==> config.mk <==
export PLATFORM = sky130hd
export DESIGN_NAME = dma_address_ready_cascade
export DESIGN_NICKNAME = d
export VERILOG_FILES = /design/src/include/dma_glue_pkg.sv /design/src/include/addr_fifo_if.sv /design/src/core/dma_address_ready_cascade.sv /design/src/core/addr_trace_fifo.sv
export SDC_FILE = /design/constraint.sdc
export NUM_CORES = 1
export LEC_CHECK = 0
export ABC_CLOCK_PERIOD_IN_PS = 6300
export BUFFER_PORTS_ARGS = -buffer_cell sky130_fd_sc_hd__buf_2
export CORE_MARGIN = 1
export CORE_UTILIZATION = 45
export CTS_CLUSTER_SIZE = 8
export DETAILED_ROUTE_END_ITERATION = 8
export PLACE_DENSITY = 0.65
export SLEW_MARGIN = 20
export SYNTH_ARGS = -nofsm -noshare
export SYNTH_HDL_FRONTEND = slang
export SYNTH_SLANG_ARGS = --single-unit
==> constraint.sdc <==
create_clock -name core_clk -period 6.3 [get_ports core_clk]
set_clock_uncertainty 0.1 [all_clocks]
set_input_delay 0.945 -clock core_clk [delete_from_list [all_inputs] [get_ports core_clk]]
set_output_delay 0.945 -clock core_clk [all_outputs]
set_load 0.05 [all_outputs]
==> src/include/dma_glue_pkg.sv <==
// constants shared by the dma address, ready and cascade glue
// assumes a single 20 MHz core clock and an 8-channel dma core pair
package dma_glue_pkg;
    // ----------------------------------------
    // clocking
    // ----------------------------------------
    localparam int SYSCLK_MHZ         = 20;
    localparam int DMA_CLK_DIVIDE     = 2;
    localparam int MEMR_DELAY_SYSCLKS = 1 * DMA_CLK_DIVIDE;
    localparam int FORCED_WAIT_STATES = 1;

    // ----------------------------------------
    // address layout
    // ----------------------------------------
    localparam int ADDR_W       = 24;
    localparam int LOCAL_W      = 17;
    localparam int UPPER_W      = 7;
    localparam int PAGE_W       = 8;
    localparam int BYTE_W       = 8;
    localparam int CH_W         = 3;
    localparam int NUM_CH       = 8;
    localparam int WIDE_CH_BIT  = 2;
    localparam int BLOCK_8_BYTES  = 256;
    localparam int BLOCK_16_BYTES = 512;

    // ----------------------------------------
    // reset values and trace depth
    // ----------------------------------------
    localparam logic [LOCAL_W-1:0] LOCAL_RESET = 17'h00000;
    localparam logic [BYTE_W-1:0]  MID_RESET   = 8'h00;
    localparam int TRACE_DEPTH = 32;

    typedef enum logic [1:0] {W_IDLE, W_FORCED, W_EXTEND, W_DONE} wait_state_t;
endpackage

==> src/include/addr_fifo_if.sv <==
// carrier between the glue logic and its address trace fifo
// assumes both ends share core_clk
`timescale 1ns/1ps
interface addr_fifo_if #(parameter int W = 24) ();
    logic         in_valid;
    logic         in_ready;
    logic [W-1:0] in_data;
    logic         out_valid;
    logic         out_ready;
    logic [W-1:0] out_data;

    modport fifo (input in_valid, in_data, out_ready, output in_ready, out_valid, out_data);
    modport user (output in_valid, in_data, out_ready, input in_ready, out_valid, out_data);
endinterface

==> src/core/dma_address_ready_cascade.sv <==
// dma address assembly, ready control, read strobe delay and cascade release
// assumes the dma cores run on dma_clk from this block and the page values are held
// stable outside; bus outputs are released with active-low enables
`timescale 1ns/1ps

// Overview of operation
// page bits drive A17-A23, plus local bit 16 on byte channels.
// core gives middle address at start and on each block crossing.
// blocks are 256 bytes on channels 0-3, 512 on channels 5-7.
// middle address on data bus in the address state is latched here.
// middle latch drives local bits 8-15 byte-wide, 9-16 word-wide.
// core low byte drives local bits 0-7 byte-wide, 1-8 word-wide.
// local bit 0 stays low for every word-wide transfer.
// both dma cores take one shared ready signal.
// every dma transfer gets exactly one forced wait state.
// a slow device pulls iochrdy low before the second dma clock phase.
// wait states continue while iochrdy stays low.
// iochrdy rising too late costs one more wait before the final state.
// delayed read strobe falls one dma clock after the core strobe.
// delayed read strobe rises together with the core strobe.
// software sets cascade mode; drq and dack wire to the outer master.
// acknowledged cascade channel floats data, command and local address.
// acknowledged cascade channel still drives its page on A17-A23; here only while master_n stays high.
// outer master waits for dack then may pull master_n low.
// address counting wraps inside the page, page bits never change.
// the dma clock is the core clock divided by two.
module dma_address_ready_cascade import dma_glue_pkg::*; #(
    parameter int CHANNELS = NUM_CH,
    parameter int DEPTH    = TRACE_DEPTH
) (
    // clock and reset
    input  wire logic                   core_clk,
    input  wire logic                   rstn,
    // dma core side
    output      logic                   dma_clk,
    input  wire logic [CH_W-1:0]        dma_channel,
    input  wire logic                   dma_ack_active,
    input  wire logic                   core_address_strobe,
    input  wire logic [BYTE_W-1:0]      core_data,
    input  wire logic [BYTE_W-1:0]      core_low_address,
    input  wire logic                   core_transfer_active,
    input  wire logic                   core_drives_bus,
    input  wire logic                   core_memr_n,
    output      logic                   core_ready,
    // page values and channel modes
    input  wire logic [CHANNELS*PAGE_W-1:0] page_values,
    input  wire logic [CHANNELS-1:0]    cascade_mode,
    // system bus
    input  wire logic                   iochrdy,
    input  wire logic                   master_n,
    output      logic [UPPER_W-1:0]     upper_address,
    output      logic                   upper_address_oe_n,
    output      logic [LOCAL_W-1:0]     local_address_bus,
    output      logic                   local_address_oe_n,
    output      logic                   data_bus_oe_n,
    output      logic                   command_oe_n,
    output      logic                   delayed_memory_read_strobe_n,
    // address trace stream
    output      logic                   trace_valid,
    input  wire logic                   trace_ready,
    output      logic [ADDR_W-1:0]      trace_address
);
    initial begin
        if (CHANNELS != NUM_CH || DEPTH < 2) begin
            $error("glue needs eight channels and a trace depth of at least 2");
        end
    end

    // ----------------------------------------
    // helpers
    // ----------------------------------------
    function automatic logic [PAGE_W-1:0] page_of(input logic [CHANNELS*PAGE_W-1:0] pv,
                                                  input logic [CH_W-1:0] ch);
        return pv[ch*PAGE_W +: PAGE_W];
    endfunction

    // the low and middle parts come straight from the core, so a core wrap
    // inside the page can never reach the page bits
    function automatic logic [LOCAL_W-1:0] local_of(input logic             wide,
                                                    input logic [PAGE_W-1:0] page,
                                                    input logic [BYTE_W-1:0] mid,
                                                    input logic [BYTE_W-1:0] low);
        if (wide) begin
            return {mid, low, 1'b0};
        end
        return {page[0], mid, low};
    endfunction

    // ----------------------------------------
    // dma clock
    // ----------------------------------------
    logic dma_phase;

    always_ff @(posedge core_clk) begin
        if (!rstn) begin
            dma_phase <= 1'b0;
        end else begin
            dma_phase <= ~dma_phase;
        end
    end

    assign dma_clk = dma_phase;

    // second phase of the dma clock is where ready is sampled
    wire sample_edge = dma_phase;

    // ----------------------------------------
    // middle address latch
    // ----------------------------------------
    logic [BYTE_W-1:0] mid_latch;

    always_ff @(posedge core_clk) begin
        if (!rstn) begin
            mid_latch <= MID_RESET;
        end else if (core_address_strobe) begin
            mid_latch <= core_data;
        end
    end

    // ----------------------------------------
    // address assembly and bus release
    // ----------------------------------------
    wire [PAGE_W-1:0]  sel_page     = page_of(page_values, dma_channel);
    wire               wide_channel = dma_channel[WIDE_CH_BIT];
    wire               cascade_ack  = dma_ack_active & cascade_mode[dma_channel];
    wire               own_cycle    = dma_ack_active & ~cascade_ack;
    wire [BYTE_W-1:0]  mid_now      = core_address_strobe ? core_data : mid_latch;
    wire [LOCAL_W-1:0] next_local   = local_of(wide_channel, sel_page, mid_now,
                                               core_low_address);
    wire [ADDR_W-1:0]  full_address = {sel_page[PAGE_W-1:1], next_local};

    always_ff @(posedge core_clk) begin
        if (!rstn) begin
            upper_address      <= '0;
            upper_address_oe_n <= 1'b1;
            local_address_bus  <= LOCAL_RESET;
            local_address_oe_n <= 1'b1;
            data_bus_oe_n      <= 1'b1;
            command_oe_n       <= 1'b1;
        end else begin
            upper_address      <= sel_page[PAGE_W-1:1];
            upper_address_oe_n <= ~(dma_ack_active & master_n);
            local_address_bus  <= next_local;
            local_address_oe_n <= ~own_cycle;
            data_bus_oe_n      <= ~(own_cycle & core_drives_bus);
            command_oe_n       <= ~own_cycle;
        end
    end

    // ----------------------------------------
    // trace fifo
    // ----------------------------------------
    addr_fifo_if #(.W(ADDR_W)) trace_if ();

    addr_trace_fifo #(
        .W     (ADDR_W),
        .DEPTH (DEPTH)
    ) u_trace (
        .core_clk (core_clk),
        .rstn     (rstn),
        .f        (trace_if.fifo)
    );

    assign trace_if.out_ready = trace_ready;
    assign trace_valid        = trace_if.out_valid;
    assign trace_address      = trace_if.out_data;

    // ----------------------------------------
    // ready control
    // ----------------------------------------
    wait_state_t wait_state;
    wait_state_t next_wait_state;

    // a full trace queue stretches the wait, so no transfer goes unlogged
    wire waiting     = (wait_state == W_FORCED) || (wait_state == W_EXTEND);
    wire finish_wait = waiting & sample_edge & iochrdy & trace_if.in_ready;

    assign trace_if.in_valid = finish_wait;
    assign trace_if.in_data  = full_address;

    always_comb begin
        next_wait_state = wait_state;
        case (wait_state)
            W_IDLE: begin
                if (core_transfer_active && !dma_phase) begin
                    next_wait_state = W_FORCED;
                end
            end
            W_FORCED: begin
                if (finish_wait) begin
                    next_wait_state = W_DONE;
                end else if (sample_edge) begin
                    next_wait_state = W_EXTEND;
                end
            end
            W_EXTEND: begin
                if (finish_wait) begin
                    next_wait_state = W_DONE;
                end
            end
            W_DONE: begin
                if (!core_transfer_active) begin
                    next_wait_state = W_IDLE;
                end
            end
            default: next_wait_state = W_IDLE;
        endcase
    end

    always_ff @(posedge core_clk) begin
        if (!rstn) begin
            wait_state <= W_IDLE;
        end else begin
            wait_state <= next_wait_state;
        end
    end

    // one ready feeds both cores
    assign core_ready = (wait_state == W_DONE);

    // ----------------------------------------
    // read strobe delay
    // ----------------------------------------
    logic [MEMR_DELAY_SYSCLKS-1:0] memr_low_hist;

    always_ff @(posedge core_clk) begin
        if (!rstn) begin
            memr_low_hist <= '0;
        end else if (core_memr_n) begin
            memr_low_hist <= '0;
        end else begin
            memr_low_hist <= {memr_low_hist[MEMR_DELAY_SYSCLKS-2:0], 1'b1};
        end
    end

    // the rise passes straight through so the trailing edge is never late
    assign delayed_memory_read_strobe_n =
        core_memr_n | ~memr_low_hist[MEMR_DELAY_SYSCLKS-1];
endmodule

==> src/core/addr_trace_fifo.sv <==
// synchronous fifo with a registered output word
// assumes one clock and a synchronous active-low reset
`timescale 1ns/1ps
module addr_trace_fifo #(
    parameter int W     = 24,
    parameter int DEPTH = 32
) (
    // clock and reset
    input wire logic core_clk,
    input wire logic rstn,
    // queue ports
    addr_fifo_if.fifo f
);
    localparam int AW = $clog2(DEPTH);

    initial begin
        if (DEPTH < 2 || (1 << AW) != DEPTH) begin
            $error("fifo depth must be a power of two, at least 2");
        end
    end

    logic [W-1:0]  mem [DEPTH];
    logic [AW-1:0] wr_ptr;
    logic [AW-1:0] rd_ptr;
    logic [AW:0]   fill;
    logic          out_valid;
    logic [W-1:0]  out_data;

    wire push = f.in_valid & f.in_ready;
    wire load = (fill != '0) & (~out_valid | f.out_ready);

    assign f.in_ready  = (fill != (AW+1)'(DEPTH));
    assign f.out_valid = out_valid;
    assign f.out_data  = out_data;

    always_ff @(posedge core_clk) begin
        if (push) begin
            mem[wr_ptr] <= f.in_data;
        end
    end

    always_ff @(posedge core_clk) begin
        if (!rstn) begin
            wr_ptr <= '0;
            rd_ptr <= '0;
        end else begin
            wr_ptr <= wr_ptr + AW'(push);
            rd_ptr <= rd_ptr + AW'(load);
        end
    end

    always_ff @(posedge core_clk) begin
        if (!rstn) begin
            fill <= '0;
        end else if (push && !load) begin
            fill <= fill + (AW+1)'(1);
        end else if (load && !push) begin
            fill <= fill - (AW+1)'(1);
        end
    end

    // output stage is a register so the memory read sits off the port path
    always_ff @(posedge core_clk) begin
        if (!rstn) begin
            out_valid <= 1'b0;
            out_data  <= '0;
        end else if (load) begin
            out_valid <= 1'b1;
            out_data  <= mem[rd_ptr];
        end else if (f.out_ready) begin
            out_valid <= 1'b0;
        end
    end
endmodule

# Word level (Yosys, flattened, before mapping)
# Memory sizes are Yosys's and may differ from the RTL's. A register that Yosys moved wholly into a read port is not among the register bits.
# Cells that the tools add are included.
[totals]
register_bits = 57
mem_bits_rw = 768
inputBits = 101
output_inout_bits = 56
elab_cells = 81
mem_count = 1
[classes]
n_addsub = 4
order_cmp = 1
eq_ne = 8
n_shift = 1
mux = 19
bitwise_logic = 19
reduce_logical = 14
[memory_table]
columns = ["name", "words", "width", "rd", "rd_clocked_by_memory_dff", "wr", "line_no", "rtl"]
rows = [
  ["u_trace.mem", 32, 24, 1, 1, 1, "addr_trace_fifo.sv:22", "logic [W-1:0] mem [DEPTH];"],
]
[op_table]
columns = ["op", "count"]
rows = [
  ["indexed part select 64 x 7 -> 8 bit", 1],
  ["two-way mux 17 bit", 2],
  ["two-way mux 6 bit", 2],
  ["adder 5 x 1 -> 5 bit", 2],
  ["two-way mux 2 bit", 5],
  ["AND 1 bit", 9],
  ["two-way mux 8 bit", 1],
  ["inverter 1 bit", 8],
  ["case mux 2 bit (4 select lines)", 1],
  ["two-way mux 1 bit", 7],
  ["adder 6 x 1 -> 6 bit (second input constant)", 1],
  ["!= test 6 bit (second input constant)", 1],
  ["nonzero test 6 bit", 1],
  ["subtractor 6 x 1 -> 6 bit (second input constant)", 1],
  ["== test 2 bit (second input constant)", 2],
  ["logical NOT 1 bit", 4],
  ["less-than comparator 3 x 4 -> 1 bit (second input constant)", 1],
  ["!= test 2 bit (second input constant)", 2],
  ["AND reduction 4 bit", 1],
  ["nonzero test 2 bit", 2],
  ["binary-select mux 1 bit (select 3 bit)", 1],
  ["logical AND 1 bit", 3],
  ["!= test 3 x 2 -> 1 bit (second input constant)", 1],
  ["== test 2 x 1 -> 1 bit (second input constant)", 1],
  ["5 further kinds", 6],
]

# Longest topological paths before layout
# Gate-level depths: netlist of the first run.
[depth]
word_depth = 10
ltp_mapped = 12
ltp_nobuf = 12

# Modules after synthesis
# Synthesis of the first run repeated with hierarchy kept, for this count alone.
[hier_totals]
cells_unflattened = 1616
hier_area_um2 = 33216.9
[by_module_without_submodules]
columns = ["module", "n_inst", "cells_each", "area_each_um2", "seq_area_each_um2"]
rows = [
  ["addr_trace_fifo", 1, 1446, 31173.6, 23882.9],
  ["dma_address_ready_cascade", 1, 170, 2043.2, 800.8],
]

# Least setup slack after synthesis of the first run
# OpenSTA, ideal clock, no wires.
[synth_timing]
path_kind = "input to register"
startpoint = "in iochrdy"
endpoint = "mem u_trace.mem[28][0] (enable)"
setup_time_ns = 0.405
arrival_ns = 3.112
t_required_ns = 5.795
slack_ns = 2.683
cell_stages = 5
n_path_buf = 1
path_cell_list = "nand3_1 -> a31oi_1 -> or3b_2 -> clkbuf_1 -> nor2_1"
[synth_between]
elab_chain_len = 5
[synth_rtl]
columns = ["element", "line_no", "rtl"]
rows = [
  ["from (decl)", "dma_address_ready_cascade.sv:49", "input wire logic iochrdy,"],
  ["AND 1 bit (2 in series)", "dma_address_ready_cascade.sv:176", "wire finish_wait = waiting & sample_edge & iochrdy & trace_if.in_ready;"],
  ["AND 1 bit", "addr_trace_fifo.sv:29", "wire push = f.in_valid & f.in_ready;"],
  ["two-way mux 1 bit", "addr_trace_fifo.sv:37", "if (push) begin"],
  ["two-way mux 1 bit (not written as such)", "addr_trace_fifo.sv:38", "mem[wr_ptr] <= f.in_data;"],
  ["to (decl)", "addr_trace_fifo.sv:22", ""],
]
# No other way between the ends.

==> impl_metrics.csv, run 1 <==
group,metric,value,unit
final_layout,utilization,53.0,%
detailed_routing,drtIter0Drc,1547,
run,drv_cap,0,
global_routing,grt_usage,20.9,%
global_routing,use_met1,27.9,%
final_layout,syn_to_final_growth,16.0,%
cts,cts-hold-fix-buffers,0,
cts,postCtsSetupRepairBufs,0,
yosys,synth_warnings,0,
yosys,ys_seq_area_share,75.2,%
yosys,synthesis.area,32800,um^2
worst_hold_path,hold_end,"memr_low_hist[1]$_SDFF_PP0_",
setup_path,r2r_cells,6,
die,chipWidth,272,um
setup_path,arrival,4.37,ns
power_and_ir_drop,p_per_area,396,nW/um^2
setup_path,r2r-end,"u_trace.f.out_data[20]$_SDFFE_PN0P_",
yosys,synth_seq_cells,849,
die,ios,157,
detailed_routing,drt_wl_total,76.9,mm
global_routing,first_global_vias,17600,
timing,period_minus_slack,3.87,ns
yosys,synth.avg_cell_area,20.0,um^2
timing,setup_viol,0,
final_layout,seq_area,24700,um^2
setup_path,r2r_start,"u_trace.rd_ptr[1]$_SDFF_PN0_",
final_layout,fin_nets,1964,
power_and_ir_drop,peakVddDrop,0.259,mV
placement,place_hpwl,43.2,mm
global_routing,overflow,0,
yosys,synthArstFlopShare,0,%
timing,max_freq,0.258,GHz
timing,slew_headroom,23.6,%
global_routing,antenna_found_initial,1,
power_and_ir_drop,cellLeakagePower,12.4,nW
final_layout,multi_input_area,7710,um^2
yosys,synth_cells,1640,
detailed_routing,drc,0,
power_and_ir_drop,finalPower,15.1,mW
detailed_routing,dr.pass1.iters,5,
final_layout,fillers,5677,
cts,clock_sinks,849,
final_layout,drive_gt1_share,27.8,%
detailed_routing,vias,16800,
worst_hold_path,min_path_type,"reg -> reg",
cts,clk_pin_slew,0.05,ns
final_layout,antenna_cells,0,
die,die_area,74000,um^2
worst_hold_path,hp-start,"memr_low_hist[0]$_SDFF_PN0_",
setup_path,cp_max_fo,55,
setup_path,cp_data_required_time,6.80,ns
global_routing,grtUsageMet2,35.0,%
detailed_routing,via_per_inst,5.80,
timing,finalCritPeriodShare,61.4,%
cts,cts_resized,0,
timing,hold_violations,0,
global_routing,grt_util_met3,3.82,%
detailed_routing,wire_per_inst,26.6,um
placement,port_buffers,152,
timing,worst_pin_slew,1.14,ns
status,run_status,"completed",
global_routing,grt_max_degree,93,
yosys,synth_cell_types,41,
cts,htreeDepth,3,
yosys,syn_nets,1756,
setup_path,r2r_setup_slack,2.43,ns
die,start_util,45.7,%
global_routing,grt_pass1_wl,113,mm
worst_hold_path,min_path_cells,1,
die,core_area,71900,um^2
setup_path,criticalPathCategory,"reg -> reg",
cts,clock_path_buffers,3,
final_layout,layout_common_cells,"edfxtp_1 (768), mux4_2 (169), buf_2 (152), clkbuf_16 (118), mux2i_1 (105)",
global_routing,grt_busiest_layer,"met2",
setup_path,startpoint_type,"flip-flop",
die,row_count,98,
yosys,synthFlopType,"edfxtp_1",
final_layout,final_common_cell,"edfxtp_1",
timing,rsz0062_at_grt,"false",
cts,clk_latency,0.67,ns
timing,fin_tns_setup,0,ns
yosys,synth-edff-count,768,
die,die-height,272,um
cts,cts_buffers,116,
setup_path,critPathCaptureType,"flip-flop",
placement,routabilityCongestion,0.797,
timing,hold_ws,0.355,ns
cts,cts_tree,"done",
detailed_routing,antenna_left,0,
cts,clockRootBuffer,"clkbuf_16",
timing,slew_violations,0,
-- flip-flops by register name (all words and copies together), names as in the netlist --
name and flops:
local_address_bus 17, upper_address_oe_n 1, u_trace.mem 768, u_trace.wr_ptr 5
command_oe_n 1, mid_latch 8, u_trace.fill 6, u_trace.rd_ptr 5
u_trace.f.out_valid 1, wait_state 2, memr_low_hist 2, u_trace.f.out_data 24
data_bus_oe_n 1, upper_address 7, dma_clk 1
-- cell type report --
cell class                 count  share of cell area (%)
clock buffer                 213                    8.70
inverter                       9                  0.0888
multi-input combinational    681                    20.3
sequential                   849                    64.9
timing repair buffer         191                    2.85
clock inverter                 2                  0.0658
tap                          950                    3.12
-- cells in the mapped netlist (all sizes together) (4+ instances only) --
cell type | count | area, um^2
nand3 | 12 | 60.1
xnor2 | 4 | 35.0
a211oi | 24 | 180
nand3b | 6 | 45.0
mux2i | 105 | 1050
inv | 9 | 33.8
a21oi | 32 | 160
o22ai | 24 | 150
a32o | 24 | 240
nor2 | 56 | 210
nand2b | 4 | 25.0
mux2 | 16 | 180
edfxtp | 768 | 23100
nand2 | 59 | 221
and2 | 31 | 194
a22oi | 48 | 360
buf | 51 | 372
xor2 | 6 | 52.6
mux4 | 169 | 3810
nor2b | 4 | 25.0
o221ai | 23 | 201
clkbuf | 50 | 188
dfxtp | 81 | 1620
ha | 14 | 175
-- report_power, final --
| part | total (mW) | leakage, nW | switching [mW] | internal [mW] |
|---|---|---|---|---|
| combinational | 2.80 | 3.24 | 1.62 | 1.18 |
| clock | 5.66 | 1.58 | 2.19 | 3.47 |
| sequential | 6.59 | 7.58 | 0.223 | 6.37 |
-- how the worst max path moves through the flow --
stage                                             from                                   to  slack [ns]  depth (start not counted)
after detailed placement  u_trace.rd_ptr[1]$_SDFF_PN0_  u_trace.f.out_data[20]$_SDFFE_PN0P_        2.44                          6
after CTS                 u_trace.rd_ptr[1]$_SDFF_PN0_  u_trace.f.out_data[20]$_SDFFE_PN0P_        2.41                          6
after floorplan                                iochrdy         u_trace.mem[28][0]$_DFFE_PP_        2.68                          5
after global routing      u_trace.rd_ptr[1]$_SDFF_PN0_  u_trace.f.out_data[20]$_SDFFE_PN0P_        2.28                          6
after global placement    u_trace.rd_ptr[1]$_SDFF_PN0_  u_trace.f.out_data[20]$_SDFFE_PN0P_        2.50                          6
final                     u_trace.rd_ptr[1]$_SDFF_PN0_  u_trace.f.out_data[20]$_SDFFE_PN0P_        2.43                          6
-- stage by stage --
stage	std cells	cell area (um^2)	setup WS [ns]
final	2895	38100	2.43
after global placement	2678	34700	2.50
after floorplan	1640	32800	2.68
after CTS	2894	38000	2.41
after detailed placement	2679	34700	2.44
after global routing	2895	38100	2.28
-- cells by family (layout without fill, tap and decap cells) --
group | count (synthesis) | count (layout) | synth area share (%)
DFF | 849 | 849 | 75.2
muxes | 290 | 290 | 15.4
AOI/OAI and AO/OA | 186 | 186 | 4.19
and+or+nand+nor | 180 | 180 | 2.55
buffers and inverters | 110 | 415 | 1.81
adders and majority gates | 15 | 15 | 0.595
xor gates and xnor gates | 10 | 10 | 0.267
-- critical path, cell delays in order, from the launching register on --
cell      delay [ns]
dfxtp_4         0.94
buf_4           0.78
nand3_4         0.79
o22ai_1         0.41
a211oi_1        0.15
nand2_1         0.33
a32o_1          0.23
-- routing by layer --
metal  part of all wire, %  vias to the layer above
li1                      -                     7204
met1                    41                     8898
met2                    51                      571
met3                   5.9                      118
met4                   2.5                        0
met5                     0                        -
Note: power is estimated with default switching activity, not from simulation.
==> inputs of run 2 (changes only) <==
--- a/config.mk
+++ b/config.mk
@@ -5,7 +5,7 @@
 export SDC_FILE = /design/constraint.sdc
 export NUM_CORES = 1
 export LEC_CHECK = 0
-export ABC_CLOCK_PERIOD_IN_PS = 6300
+export ABC_CLOCK_PERIOD_IN_PS = 3900
 export BUFFER_PORTS_ARGS = -buffer_cell sky130_fd_sc_hd__buf_2
 export CORE_MARGIN = 1
 export CORE_UTILIZATION = 45
==> constraint.sdc (replaced) <==
create_clock -name core_clk -period 3.9 [get_ports core_clk]
set_clock_uncertainty 0.1 [all_clocks]
set_input_delay 0.585 -clock core_clk [delete_from_list [all_inputs] [get_ports core_clk]]
set_output_delay 0.585 -clock core_clk [all_outputs]
set_load 0.05 [all_outputs]
==> run 2 against run 1 <==
Against the previous run:
- sequential power is 59% higher
- critical path depth up 5
- via count is 2.2% higher
- worst setup slack got worse by 1.7 ns
- first-iteration DRC count up 9.6%
- final cell count rose by 2.2%
- cell area increased by 1.6%
- clock power up 64%
- flip-flop and latch count unchanged
- wire length grew 0.92%
==> impl_metrics.csv, run 2 (synthesis results as in run 1) <==
group,metric,value,unit
power_and_ir_drop,peakVddDrop,0.382,mV
setup_path,criticalPathCategory,"reg -> reg",
timing,finalCritPeriodShare,80.7,%
timing,layout_setup_ws,0.753,ns
die,core_area,71900,um^2
cts,clk_latency,0.66,ns
die,start_util,45.7,%
detailed_routing,antenna_left,0,
die,die_area,74000,um^2
timing,slew_headroom,40.6,%
die,ios,157,
final_layout,fillers,5571,
setup_path,arrival,3.63,ns
cts,clock_sinks,849,
setup_path,cp_cell_sequence,"nor4_1 -> nand2_1 -> o21ai_2 -> ha_1 -> inv_1 -> ha_1 -> a21o_1 -> a21oi_1 -> o21ai_0 -> o311ai_0 -> mux2i_1",
final_layout,layout_common_cells,"edfxtp_1 (768), mux4_2 (169), buf_2 (152), clkbuf_16 (119), mux2i_1 (105)",
placement,post-place-ws,0.820,ns
detailed_routing,drc,0,
setup_path,startpoint_type,"flip-flop",
placement,port_buffers,152,
power_and_ir_drop,cellLeakagePower,12.8,nW
global_routing,overflow,0,
die,chipWidth,272,um
run,drv_cap,0,
final_layout,top_register,"u_trace.mem",
final_layout,reg_top3,"u_trace.mem x768, u_trace.f.out_data x24, local_address_bus x17",
timing,rsz0062_at_grt,"false",
global_routing,grt_max_degree,79,
cts,cts_resized,0,
setup_path,critPathCaptureType,"flip-flop",
final_layout,drive_gt1_share,29.9,%
cts,clock_path_buffers,3,
detailed_routing,wire_per_inst,26.2,um
detailed_routing,via_per_inst,5.80,
timing,setup_viol,0,
status,run_status,"completed",
final_layout,fin_nets,2023,
global_routing,grt_usage,21.2,%
placement,place_inst,2735,
cts,cts_buffers,116,
placement,place_hpwl,46.1,mm
worst_hold_path,min_path_type,"in -> reg",
detailed_routing,drt_wl_total,77.6,mm
final_layout,final_cells,2960,
detailed_routing,dr.pass1.iters,5,
power_and_ir_drop,p_per_area,636,nW/um^2
detailed_routing,drtIter0Drc,1696,
timing,period_minus_slack,3.15,ns
timing,slew_violations,0,
global_routing,antenna_found_initial,1,
setup_path,cp_max_fo,6,
final_layout,multi_input_area,7710,um^2
global_routing,grt_pass1_wl,114,mm
cts,htreeDepth,3,
cts,clockRootBuffer,"clkbuf_16",
final_layout,seq_area,24700,um^2
timing,max_freq,0.318,GHz
setup_path,slowest_stage,"nor4_1",
global_routing,first_global_vias,17800,
final_layout,utilization,53.8,%
cts,cts_tree,"done",
setup_path,cp_data_required_time,4.39,ns
cts,clk_pin_slew,0.05,ns
final_layout,syn_to_final_growth,17.8,%
timing,fin_tns_setup,0,ns
final_layout,largest_reg_flops,768,
setup_path,slowest_delay,0.48,ns
detailed_routing,vias,17200,
die,die-height,272,um
final_layout,final_common_cell,"edfxtp_1",
cts,postCtsSetupRepairBufs,0,
timing,worst_pin_slew,0.890,ns
timing,hold_violations,0,
die,row_count,98,
setup_path,crit_top_cell,"ha_1",
cts,cts-hold-fix-buffers,4,
placement,routabilityCongestion,0.810,
==> run 2: final timing paths <==
kind	start	to	slack (ns)	cells past startpoint
worst max-delay path	u_trace.fill[1]$_SDFFE_PN0P_	u_trace.fill[5]$_SDFFE_PN0P_	0.75	11
worst max register to register	u_trace.fill[1]$_SDFFE_PN0P_	u_trace.fill[5]$_SDFFE_PN0P_	0.75	11
worst min-delay path	core_data[5]	mid_latch[5]$_SDFF_PN0_	0.10	3
worst min register to register	memr_low_hist[0]$_SDFF_PN0_	memr_low_hist[1]$_SDFF_PP0_	0.33	1
==> run 2: power breakdown <==
part / switching, mW / internal [mW] / total (mW) / leakage, nW
Clock: 3.57 / 5.69 / 9.26 / 1.61
Sequential: 0.239 / 10.3 / 10.5 / 7.58
Combinational: 2.80 / 2.02 / 4.81 / 3.56
==> run 2: through the flow <==
step / area [um^2] / power [mW] / hold slack, ns
floorplan: 32800 / 14.2 / 0.306
global placement: 35200 / 15.5 / 0.315
detailed placement: 35200 / 15.6 / 0.329
CTS: 38700 / 24.8 / 0.0615
global route: 38700 / 25.5 / 0.0822
finish: 38700 / 24.6 / 0.103
==> run 2: final cells by class <==
class,instances,share of cell area [%]
diodes,1,0.00647
clock buffers,215,8.66
clock inverters,5,0.149
inverters,9,0.0874
multi-input cells,681,19.9
flip-flops and latches,849,63.9
well taps,950,3.07
repair buffers,250,4.22
==> run 2: critical path: cells and delay by family, from the launching register on <==
kind	cells	cell delay, ns
AOI/OAI and AO/OA	5	1.00
and+or+nand+nor	2	0.63
adders and majority gates	2	0.62
DFF	1	0.35
muxes	1	0.22
buffers and inverters	1	0.16
==> run 2: metal layers <==
metal  part of all wire (%)  vias up  GRT usage [%]
met5                  0.015        -              0
met4                    2.9        2           7.26
met3                    6.6      127           3.56
met2                     49      649           34.4
met1                     42     9038           29.1
li1                       -     7344              -
